File: src/pvc_pkg.sv
// Constants and types shared by the prioritised vectored interrupt controller
package pvc_pkg;
   // Channel count and code width
   localparam int NUM_CH = 16;
   localparam int CODE_W = 4;
   localparam int HALF_CH = 8;

   // Printed register offsets (odd byte addresses)
   localparam logic [7:0] OFF_ENABLE_A = 8'h07;
   localparam logic [7:0] OFF_ENABLE_B = 8'h09;
   localparam logic [7:0] OFF_PENDING_A = 8'h0B;
   localparam logic [7:0] OFF_PENDING_B = 8'h0D;
   localparam logic [7:0] OFF_IN_SERVICE_A = 8'h0F;
   localparam logic [7:0] OFF_IN_SERVICE_B = 8'h11;
   localparam logic [7:0] OFF_MASK_A = 8'h13;
   localparam logic [7:0] OFF_MASK_B = 8'h15;
   localparam logic [7:0] OFF_VECTOR_BASE = 8'h17;

   // Register select codes seen on the five select pins
   localparam logic [4:0] SEL_ENABLE_A = OFF_ENABLE_A[5:1];
   localparam logic [4:0] SEL_ENABLE_B = OFF_ENABLE_B[5:1];
   localparam logic [4:0] SEL_PENDING_A = OFF_PENDING_A[5:1];
   localparam logic [4:0] SEL_PENDING_B = OFF_PENDING_B[5:1];
   localparam logic [4:0] SEL_IN_SERVICE_A = OFF_IN_SERVICE_A[5:1];
   localparam logic [4:0] SEL_IN_SERVICE_B = OFF_IN_SERVICE_B[5:1];
   localparam logic [4:0] SEL_MASK_A = OFF_MASK_A[5:1];
   localparam logic [4:0] SEL_MASK_B = OFF_MASK_B[5:1];
   localparam logic [4:0] SEL_VECTOR_BASE = OFF_VECTOR_BASE[5:1];

   // Vector base register layout and reset values
   localparam int VEC_UPPER_LSB = 4;
   localparam int EOI_SELECT_BIT = 3;
   localparam logic [7:0] VECTOR_BASE_WMASK = 8'hF8;
   localparam logic [7:0] VECTOR_BASE_RESET = 8'h00;
   localparam logic [15:0] CHAN_RESET = 16'h0000;
   localparam logic [7:0] UNMAPPED_READ = 8'h00;

   // Bus sequencer states
   typedef enum logic [2:0] {
      PVC_IDLE = 3'b001,
      PVC_ANSWER = 3'b010,
      PVC_PASS = 3'b100
   } pvc_state_t;
endpackage

File: src/pvc_irq_controller.sv
// Sixteen-channel fixed-priority vectored interrupt controller with daisy chain
// Contract
// - Sixteen channels ranked fixed; channel code equals rank, line 7 highest.
// - Acknowledge returns vector of highest pending unmasked channel.
// - Vector bits 7-4 from vector register, bits 3-0 winning channel code.
// - Codes 15-8: line7, line6, timer A, rx full, rx error, tx empty, tx error, timer B.
// - Codes 7-0: line5, line4, timer C, timer D, lines 3 to 0.
// - Pending channels offered in priority order, masked ones skipped.
// - Vector register 8 bits at 0x17, reset zero, bits 2-0 read zero.
// - Select bit 1 software end-of-interrupt; 0 automatic, in-service held zero.
// - Chained devices resolve priority in parallel once acknowledge asserts.
// - With chain-in asserted and need, answer; with chain-in and no need, assert chain-out.
// - Answering device drives vector and keeps chain-out deasserted.
// - Enable bits written 1 enable, 0 disable; registers always readable.
// - Event on enabled channel is recognised and raises request output.
// - Disabled channel ignores events and never sets pending.
// - Writing enable 0 clears pending; request drops unless others pending.
// - Disabling leaves in-service bit; software clears it.
// - Enable A at 0x07 maps codes 15 down to 8, reset zero.
// - Enable B at 0x09 maps codes 7 down to 0, reset zero.
// - Completed acknowledge drops request unless more remain pending.
// - Pending bit clears when its vector is returned.
// - Masked enabled channel still sets pending but cannot request.
// - In-service bit sets on vector delivery while select bit is 1.
`timescale 1ns/1ns
module pvc_irq_controller (
   // Clock and reset
   input wire logic core_clk,
   input wire logic reset,
   // Register bus, active-low strobes
   input wire logic chip_select_n,
   input wire logic data_strobe_n,
   input wire logic read_not_write,
   input wire logic [4:0] reg_select,
   input wire logic [7:0] data_in,
   output logic [7:0] data_out,
   output logic data_oe,
   output logic transfer_acknowledge_out_n,
   output logic transfer_acknowledge_oe,
   // Acknowledge cycle and daisy chain
   input wire logic vector_fetch_ack_in_n,
   input wire logic chain_priority_in_n,
   output logic chain_priority_out_n,
   // Open-drain request toward the processor
   output logic interrupt_request_out_n,
   output logic interrupt_request_oe,
   // Channel event pulses, bit index is the channel code
   input wire logic [pvc_pkg::NUM_CH-1:0] channel_event
);
   import pvc_pkg::*;

   pvc_state_t state;
   logic [NUM_CH-1:0] enable;
   logic [NUM_CH-1:0] pending;
   logic [NUM_CH-1:0] mask;
   logic [NUM_CH-1:0] in_service;
   logic [7:0] vector_base_register;
   logic [NUM_CH-1:0] next_enable;
   logic [NUM_CH-1:0] next_pending;
   logic [NUM_CH-1:0] next_mask;
   logic [NUM_CH-1:0] next_in_service;
   logic [7:0] next_vector_base;
   logic [NUM_CH-1:0] requesting;
   logic [CODE_W-1:0] winner;
   logic any_request;
   logic reg_start;
   logic ack_start;
   logic answer_now;
   logic pass_now;
   logic cycle_end;
   logic wr_now;
   logic [NUM_CH-1:0] win_onehot;
   logic [7:0] read_mux;
   logic answered_vector;

   ////////////////////////////////////////////////////////////////////////////
   // Cycle decode; acknowledge cycles take precedence over register access
   assign ack_start = (state == PVC_IDLE) && !vector_fetch_ack_in_n && !data_strobe_n;
   assign reg_start = (state == PVC_IDLE) && vector_fetch_ack_in_n && !chip_select_n
                      && !data_strobe_n;
   assign wr_now = reg_start && !read_not_write;
   // Every device evaluates at once; chain-in only gates who answers
   assign answer_now = ack_start && !chain_priority_in_n && any_request;
   assign pass_now = ack_start && !chain_priority_in_n && !any_request;
   assign cycle_end = data_strobe_n || (chip_select_n && vector_fetch_ack_in_n);

   ////////////////////////////////////////////////////////////////////////////
   // Fixed-priority encoder over unmasked pending channels
   assign requesting = pending & mask;
   assign any_request = |requesting;
   always_comb begin
      winner = '0;
      for (int i = 0; i < NUM_CH; i++) begin
         if (requesting[i]) begin
            winner = CODE_W'(i);
         end
      end
      win_onehot = '0;
      win_onehot[winner] = answer_now;
   end

   ////////////////////////////////////////////////////////////////////////////
   // Next register values; hardware sets win over software and acknowledge clears
   always_comb begin
      next_enable = enable;
      next_mask = mask;
      next_vector_base = vector_base_register;
      next_pending = pending & ~win_onehot;
      next_in_service = in_service;
      if (wr_now) begin
         unique case (reg_select)
            SEL_ENABLE_A: next_enable[15:8] = data_in;
            SEL_ENABLE_B: next_enable[7:0] = data_in;
            SEL_PENDING_A: next_pending[15:8] = next_pending[15:8] & data_in;
            SEL_PENDING_B: next_pending[7:0] = next_pending[7:0] & data_in;
            SEL_IN_SERVICE_A: next_in_service[15:8] = in_service[15:8] & data_in;
            SEL_IN_SERVICE_B: next_in_service[7:0] = in_service[7:0] & data_in;
            SEL_MASK_A: next_mask[15:8] = data_in;
            SEL_MASK_B: next_mask[7:0] = data_in;
            SEL_VECTOR_BASE: next_vector_base = data_in & VECTOR_BASE_WMASK;
            default: next_vector_base = vector_base_register;
         endcase
      end
      // Disabled channels drop pending and ignore events
      next_pending = (next_pending | channel_event) & next_enable;
      if (vector_base_register[EOI_SELECT_BIT]) begin
         next_in_service = next_in_service | win_onehot;
      end
      if (!next_vector_base[EOI_SELECT_BIT]) begin
         next_in_service = '0;
      end
   end

   ////////////////////////////////////////////////////////////////////////////
   // Channel register state
   always_ff @(posedge core_clk or posedge reset) begin
      if (reset) begin
         enable <= CHAN_RESET;
         pending <= CHAN_RESET;
         mask <= CHAN_RESET;
         in_service <= CHAN_RESET;
         vector_base_register <= VECTOR_BASE_RESET;
      end else begin
         enable <= next_enable;
         pending <= next_pending;
         mask <= next_mask;
         in_service <= next_in_service;
         vector_base_register <= next_vector_base;
      end
   end

   ////////////////////////////////////////////////////////////////////////////
   // Request pin follows the next state so it stays in step with the registers
   always_ff @(posedge core_clk or posedge reset) begin
      if (reset) begin
         interrupt_request_oe <= 1'b0;
         interrupt_request_out_n <= 1'b0;
      end else begin
         interrupt_request_oe <= |(next_pending & next_mask);
         interrupt_request_out_n <= 1'b0;
      end
   end

   ////////////////////////////////////////////////////////////////////////////
   // Read multiplexer; unused vector bits are never stored so read as zero
   always_comb begin
      unique case (reg_select)
         SEL_ENABLE_A: read_mux = enable[15:8];
         SEL_ENABLE_B: read_mux = enable[7:0];
         SEL_PENDING_A: read_mux = pending[15:8];
         SEL_PENDING_B: read_mux = pending[7:0];
         SEL_IN_SERVICE_A: read_mux = in_service[15:8];
         SEL_IN_SERVICE_B: read_mux = in_service[7:0];
         SEL_MASK_A: read_mux = mask[15:8];
         SEL_MASK_B: read_mux = mask[7:0];
         SEL_VECTOR_BASE: read_mux = vector_base_register;
         default: read_mux = UNMAPPED_READ;
      endcase
   end

   ////////////////////////////////////////////////////////////////////////////
   // Bus sequencer: answer one cycle after the strobe, hold until it is released
   always_ff @(posedge core_clk or posedge reset) begin
      if (reset) begin
         state <= PVC_IDLE;
         data_out <= 8'h00;
         data_oe <= 1'b0;
         transfer_acknowledge_out_n <= 1'b1;
         transfer_acknowledge_oe <= 1'b0;
         chain_priority_out_n <= 1'b1;
         answered_vector <= 1'b0;
      end else begin
         unique case (state)
            PVC_IDLE: begin
               if (answer_now) begin
                  state <= PVC_ANSWER;
                  data_out <= {vector_base_register[7:VEC_UPPER_LSB], winner};
                  data_oe <= 1'b1;
                  transfer_acknowledge_out_n <= 1'b0;
                  transfer_acknowledge_oe <= 1'b1;
                  answered_vector <= 1'b1;
               end else if (pass_now) begin
                  state <= PVC_PASS;
                  chain_priority_out_n <= 1'b0;
               end else if (reg_start) begin
                  state <= PVC_ANSWER;
                  data_out <= read_mux;
                  data_oe <= read_not_write;
                  transfer_acknowledge_out_n <= 1'b0;
                  transfer_acknowledge_oe <= 1'b1;
                  answered_vector <= 1'b0;
               end
            end
            PVC_ANSWER, PVC_PASS: begin
               if (cycle_end) begin
                  state <= PVC_IDLE;
                  data_oe <= 1'b0;
                  transfer_acknowledge_out_n <= 1'b1;
                  transfer_acknowledge_oe <= 1'b0;
                  chain_priority_out_n <= 1'b1;
                  answered_vector <= 1'b0;
               end
            end
         endcase
      end
   end

   ////////////////////////////////////////////////////////////////////////////
   // Checks on the behaviour above
   AST_REQ_EXACT: assert property (@(posedge core_clk) disable iff (reset)
      interrupt_request_oe == |(pending & mask))
      else $error("request pin disagrees with pending and mask");
   AST_DISABLED_IDLE: assert property (@(posedge core_clk) disable iff (reset)
      (pending & ~enable) == 16'h0000)
      else $error("disabled channel holds a pending bit");
   AST_AUTO_EOI_ZERO: assert property (@(posedge core_clk) disable iff (reset)
      !vector_base_register[3] |-> in_service == 16'h0000)
      else $error("in-service bit set in automatic mode");
   AST_VEC_UPPER: assert property (@(posedge core_clk) disable iff (reset)
      answered_vector |-> data_out[7:4] == vector_base_register[7:4])
      else $error("vector upper nibble wrong");
   AST_VEC_WINNER: assert property (@(posedge core_clk) disable iff (reset)
      answer_now |=> data_out[3:0] == $past(winner) && $past(requesting[winner])
         && ($past(requesting) >> 1 >> $past(winner)) == 16'h0000)
      else $error("vector is not the highest pending channel");
   AST_PEND_CLEARED: assert property (@(posedge core_clk) disable iff (reset)
      answer_now && !channel_event[winner] |=> !pending[$past(winner)])
      else $error("pending bit not cleared by acknowledge");
   AST_ISR_SET: assert property (@(posedge core_clk) disable iff (reset)
      answer_now && vector_base_register[3] && !wr_now |=> in_service[$past(winner)])
      else $error("in-service bit not set on delivery");
   AST_CHAIN_QUIET: assert property (@(posedge core_clk) disable iff (reset)
      !chain_priority_out_n |-> !data_oe && !transfer_acknowledge_oe)
      else $error("bus driven while passing priority");
   AST_PASS_ON: assert property (@(posedge core_clk) disable iff (reset)
      pass_now |=> !chain_priority_out_n [*1] ##0 state == PVC_PASS)
      else $error("priority not passed when idle of requests");
   AST_ENABLE_WRITE: assert property (@(posedge core_clk) disable iff (reset)
      wr_now && reg_select == SEL_ENABLE_A |=> enable[15:8] == $past(data_in))
      else $error("enable register A not written");
   AST_RESERVED_ZERO: assert property (@(posedge core_clk) disable iff (reset)
      vector_base_register[2:0] == 3'b000)
      else $error("reserved vector bits not zero");

   ////////////////////////////////////////////////////////////////////////////
   // Register writes, event capture and chain hand-off
   AST_ENABLE_B_WRITE: assert property (@(posedge core_clk) disable iff (reset)
      wr_now && reg_select == SEL_ENABLE_B |=> enable[7:0] == $past(data_in))
      else $error("enable register B not written");
   AST_VECTOR_WRITE: assert property (@(posedge core_clk) disable iff (reset)
      wr_now && reg_select == SEL_VECTOR_BASE
         |=> vector_base_register == ($past(data_in) & VECTOR_BASE_WMASK))
      else $error("vector register not written");
   AST_EVENT_PENDS: assert property (@(posedge core_clk) disable iff (reset)
      !wr_now |=> (pending & $past(channel_event) & $past(enable))
         == ($past(channel_event) & $past(enable)))
      else $error("event on enabled channel not captured");
   AST_DISABLE_CLEARS: assert property (@(posedge core_clk) disable iff (reset)
      wr_now && reg_select == SEL_ENABLE_B |=> (pending[7:0] & ~$past(data_in)) == 8'h00)
      else $error("disabled channel kept its pending bit");
   AST_DISABLE_KEEPS_ISR: assert property (@(posedge core_clk) disable iff (reset)
      wr_now && (reg_select == SEL_ENABLE_A || reg_select == SEL_ENABLE_B)
         |=> $stable(in_service))
      else $error("enable write disturbed in-service bits");
   AST_ACK_DROPS_REQ: assert property (@(posedge core_clk) disable iff (reset)
      answer_now && $onehot(requesting) && channel_event == 16'h0000 |=> !interrupt_request_oe)
      else $error("request kept after last channel was answered");
   AST_CHAIN_SILENT: assert property (@(posedge core_clk) disable iff (reset)
      ack_start && chain_priority_in_n |=> chain_priority_out_n && !data_oe && state == PVC_IDLE)
      else $error("device acted without chain priority");
   AST_ANSWER_NEXT: assert property (@(posedge core_clk) disable iff (reset)
      answer_now |=> !transfer_acknowledge_out_n && data_oe && chain_priority_out_n)
      else $error("vector not answered in the next cycle");
   AST_REG_ACK: assert property (@(posedge core_clk) disable iff (reset)
      reg_start |=> !transfer_acknowledge_out_n && transfer_acknowledge_oe
         && data_oe == $past(read_not_write))
      else $error("register cycle not acknowledged");
   AST_READ_ENABLE_B: assert property (@(posedge core_clk) disable iff (reset)
      reg_start && read_not_write && reg_select == SEL_ENABLE_B
         |=> data_out == $past(enable[7:0]))
      else $error("enable register B read back wrong");
   AST_WINNER_UNMASKED: assert property (@(posedge core_clk) disable iff (reset)
      answer_now |=> mask[data_out[3:0]])
      else $error("masked channel was answered");
   AST_ISR_WRITE_CLEAR: assert property (@(posedge core_clk) disable iff (reset)
      wr_now && reg_select == SEL_IN_SERVICE_B
         |=> in_service[7:0] == ($past(in_service[7:0]) & $past(data_in)))
      else $error("in-service B write did not clear as written");
   AST_PASS_RELEASE: assert property (@(posedge core_clk) disable iff (reset)
      state == PVC_PASS && cycle_end |=> chain_priority_out_n && state == PVC_IDLE)
      else $error("chain priority not released at cycle end");
   AST_REGS_HOLD: assert property (@(posedge core_clk) disable iff (reset)
      !wr_now |=> $stable(enable) && $stable(mask) && $stable(vector_base_register))
      else $error("control register changed without a write");
endmodule

File: config.mk
export PLATFORM = sky130hd
export DESIGN_NAME = pvc_irq_controller
export DESIGN_NICKNAME = d
export VERILOG_FILES = /design/src/pvc_pkg.sv /design/src/pvc_irq_controller.sv
export SDC_FILE = /design/constraint.sdc
export NUM_CORES = 1
export LEC_CHECK = 0
export ABC_AREA = 1
export BUFFER_PORTS_ARGS = -buffer_cell sky130_fd_sc_hd__buf_4
export CELL_PAD_IN_SITES_DETAIL_PLACEMENT = 0
export CELL_PAD_IN_SITES_GLOBAL_PLACEMENT = 1
export CORE_UTILIZATION = 45
export DETAILED_ROUTE_END_ITERATION = 10
export MAX_ROUTING_LAYER = met4
export PLACE_DENSITY_LB_ADDON = 0.1
export REMOVE_ABC_BUFFERS = 1
export SYNTH_ARGS = -nofsm -noshare
export SYNTH_HDL_FRONTEND = slang
export SYNTH_SLANG_ARGS = --single-unit
File: constraint.sdc
create_clock -name core_clk -period 5.2 [get_ports core_clk]
set_input_delay 0.26 -clock core_clk [delete_from_list [all_inputs] [get_ports core_clk]]
set_output_delay 0.26 -clock core_clk [all_outputs]
set_load 0.1 [all_outputs]
==> results.md <==
- The critical path required time is 5470 ps.
- The CTS tree is yes.
- For this block, the routed nets add up to 15900 um of wire.
- The die is 106 um tall.
- The synthesized area per cell is 7.73 um2.
- The netlist area before placement is 4860 um2.
- The Yosys step of the flow raised 0 warnings.
- The filler cell count in the final layout is 1049.
- The number of nets in the finished design is 713.
- The floorplan step set the die width to 106 um.
- The clock tree buffer depth is 2.
- The number of synthesized flops with an enable pin is 0.
- The die covers 11200 um2.
- The number of endpoints failing setup at the final stage is 0.
- The number of slew-limit violations in the final report is 0.
- The wire length per cell is 19.5 um.
- After detailed routing, the number of vias per cell comes to 5.67.
- By area the synthesized netlist is led by dfrtp_1 42%, nand2_1 12%, inv_1 7.7%.
- The async set-or-reset flop fraction in the synthesized netlist is 1.00.
- After detailed routing, the number of remaining DRC violations is 0.
- The total power after layout is 2.10 mW.
- In this run the tool buffered the top-level ports with 48 buffer cells.
- IR analysis of the VDD net gives a maximum drop of 0.000314 V.
- The worst setup path is captured at a register.
- The clock net sink count is 85.
- The most used flip-flop cell after synthesis is dfrtp_1.
- The synthesis-stage register bit count is 85.
- The number of antenna violations at the first check in global routing came to 0.
- For this configuration, the core starts out at a cell density of 0.467.
- After clock tree synthesis, the flow added hold-fix buffers numbering 0.
- The via total after detailed routing is 4635.
- The number of hold violations in the final report is 0.
- The most common cell after layout, fill and taps aside is nand2_1.
- The area growth from synthesis to layout is 13.0%.
- The residual overflow from global routing is 0.
- The actual transition at the worst max-transition pin is 1230 ps.
- In this run, placement finished with an instance count of 802.
- The number of buffers inserted during clock tree synthesis is 9.
- For this design the ratio of total power to cell area is 383 nW/um2.
- The final period utilization is 0.594.
- The number of distinct library cells after synthesis is 45.
- For this design the static power due to leakage is 2.80 nW.
- The time the final worst path needs with I/O delays and setup is 3090 ps.
- Setup total negative slack on the finished layout was measured at 0 ps.
- Leaving out fill and tap cells, the most frequent cells in the layout are 151 x nand2_1, 99 x inv_1, 82 x dfrtp_1.
- The via count of the first global-routing pass was 4472.
- The H-tree was split into 3 levels.
- The pin count of the biggest net entering global routing is 86.
- The maximum operating frequency is 324 MHz.
- The flow ran to the end, and the final reports show no timing, DRC or antenna violations.
- The HPWL after detailed placement is 11100 um.
- The worst setup path is of the reg2reg kind.
- Row generation in the floorplan step produced 37 rows.
- The count of antenna diodes in the layout is 0.
- The total of max-cap violations is 0.
- The post-cts resize count is 0.
- STA puts the critical path data arrival time at 3360 ps.
- 50 I/O pins were placed.
- The number of setup buffers added after CTS is 0.
- The global placement routability congestion is 0.952.
- The final setup skew is 5.67 ps.
- Clock-pin slew was measured on the worst setup and hold paths at 80 ps.
- The path class of the tightest hold or removal check is in2reg.
- The count of antenna-violating nets left after detailed routing is 0.
- The first global-routing pass estimated 25100 um of wire.
- The library cell with the largest summed area after synthesis is dfrtp_1.
- The synthesized instance count is 629.
- The global-route usage over all layers is 0.314.
- Excluding fillers, the count of instances in the completed layout stands at 817.
- Setup repair after global routing left no endpoint under its margin.
- With fillers left out, the area of the finished cells amounts to 5490 um2.
- The tree is rooted in a clkbuf_8.
- The headroom to the max-slew limit is 0.179.
- In this run the cell area measured after placement is 5320 um2.
- Of all nets on the critical path, the largest fanout is 27.
- The fraction of final layout cells with drive strength greater than 1 is 0.154.
- The first detailed-routing pass took 5 iterations.
- The latest clock arrival within the worst-skew pair is 380 ps.
- Of the post-synthesis cell area, the dominant cell type holds 0.422.
- For this run, the register share of the synthesized area comes to 0.438.
- The startpoint kind of the worst setup timing path is a register.
- The core area is 10400 um2.
- The number of DRC violations after detailed-routing iteration 0 is 467.
==> metrics by stage <==
step / util / hold WS (ps) / setup slack (ps)
4_1_cts: 0.527 / 124 / 2210
5_1_grt: 0.527 / 136 / 2050
3_5_place_dp: 0.510 / 466 / 2230
6_report: 0.527 / 144 / 2110
3_3_place_gp: 0.510 / 455 / 2190
2_1_floorplan: - / 403 / 2750
==> cell usage after synthesis, types with 3 or more instances <==
cell type and n:
nor2_1 47, o2111ai_1 3, o21ai_0 43, nand3_1 33, o31ai_1 6, a21boi_0 14
o22ai_1 12, dfstp_2 3, o21ai_2 3, dfrtp_1 82, buf_6 4, a21oi_1 25
nand4_1 7, clkbuf_1 4, buf_4 3, inv_1 100, nor2_2 6, o41ai_1 4
o221ai_1 5, a31oi_1 29, o21a_1 4, inv_2 5, nand2_1 151, nor2_4 6
nand2_2 5
==> sequential cells by signal, indices dropped and copies added (netlist names) <==
name and cells:
chain_priority_out_n 1, in_service 16, data_out 8, transfer_acknowledge_oe 1, state 3, pending 16, vector_base_register 5, data_oe 1
transfer_acknowledge_out_n 1, mask 16, interrupt_request_oe 1, enable 16
==> worst max-delay path, cell delays in order, from the launching register on <==
cell      delay [ps]
dfrtp_1          400
nor2_2           140
nand2_2           90
nor2_2           160
inv_2             40
or2_4            340
clkinv_2         370
nand2_2          270
o21ai_2          700
inv_1            270
o21a_1           180
==> path summary, 6_finish.rpt <==
kind | startpoint | to | depth (start not counted) | slack, ps
min reg2reg | transfer_acknowledge_out_n$_DFFE_PP1P_ | transfer_acknowledge_out_n$_DFFE_PP1P_ | 2 | 470
max | state[1]$_DFFE_PP0P_ | in_service[3]$_DFF_PP0_ | 10 | 2110
max reg2reg | state[1]$_DFFE_PP0P_ | in_service[3]$_DFF_PP0_ | 10 | 2110
min | channel_event[15] | pending[15]$_DFF_PP0_ | 2 | 140
min in group asynchronous | reset | vector_base_register[7]$_DFFE_PP0P_ | 3 | 240
max in group asynchronous | reset | data_out[3]$_DFFE_PP0P_ | 3 | 4250
==> cell type report <==
| cell class | count | area, um2 | area share |
|---|---|---|---|
| multi-input combinational | 424 | 2230 | 0.406 |
| sequential | 85 | 2130 | 0.388 |
| inverter | 107 | 409 | 0.0745 |
| timing repair buffer | 50 | 375 | 0.0683 |
| clock buffer | 14 | 173 | 0.0314 |
| tap | 136 | 170 | 0.0310 |
| clock inverter | 1 | 5.00 | 0.000911 |
==> where the power goes <==
group | internal, mW | switching (mW)
logic | 0.196 | 0.619
clock network | 0.210 | 0.240
registers | 0.781 | 0.0590
total | 1.19 | 0.918
==> layer usage <==
layer,up-vias,track usage,wire (um)
met5,-,-,0
met1,2226,0.416,6880
met4,0,0.133,461
li1,2183,-,-
met3,29,0.0546,1160
met2,197,0.478,7430
==> logic make-up after synthesis <==
group | after synthesis | share of synthesized area
flip-flops | 85 | 0.438
buffers and inverters | 120 | 0.103
other | 1 | 0.000771
AO/OA/AOI/OAI | 158 | 0.206
AND/OR/NAND/NOR | 265 | 0.252
No activity file was read; power rests on OpenSTA's default activity.
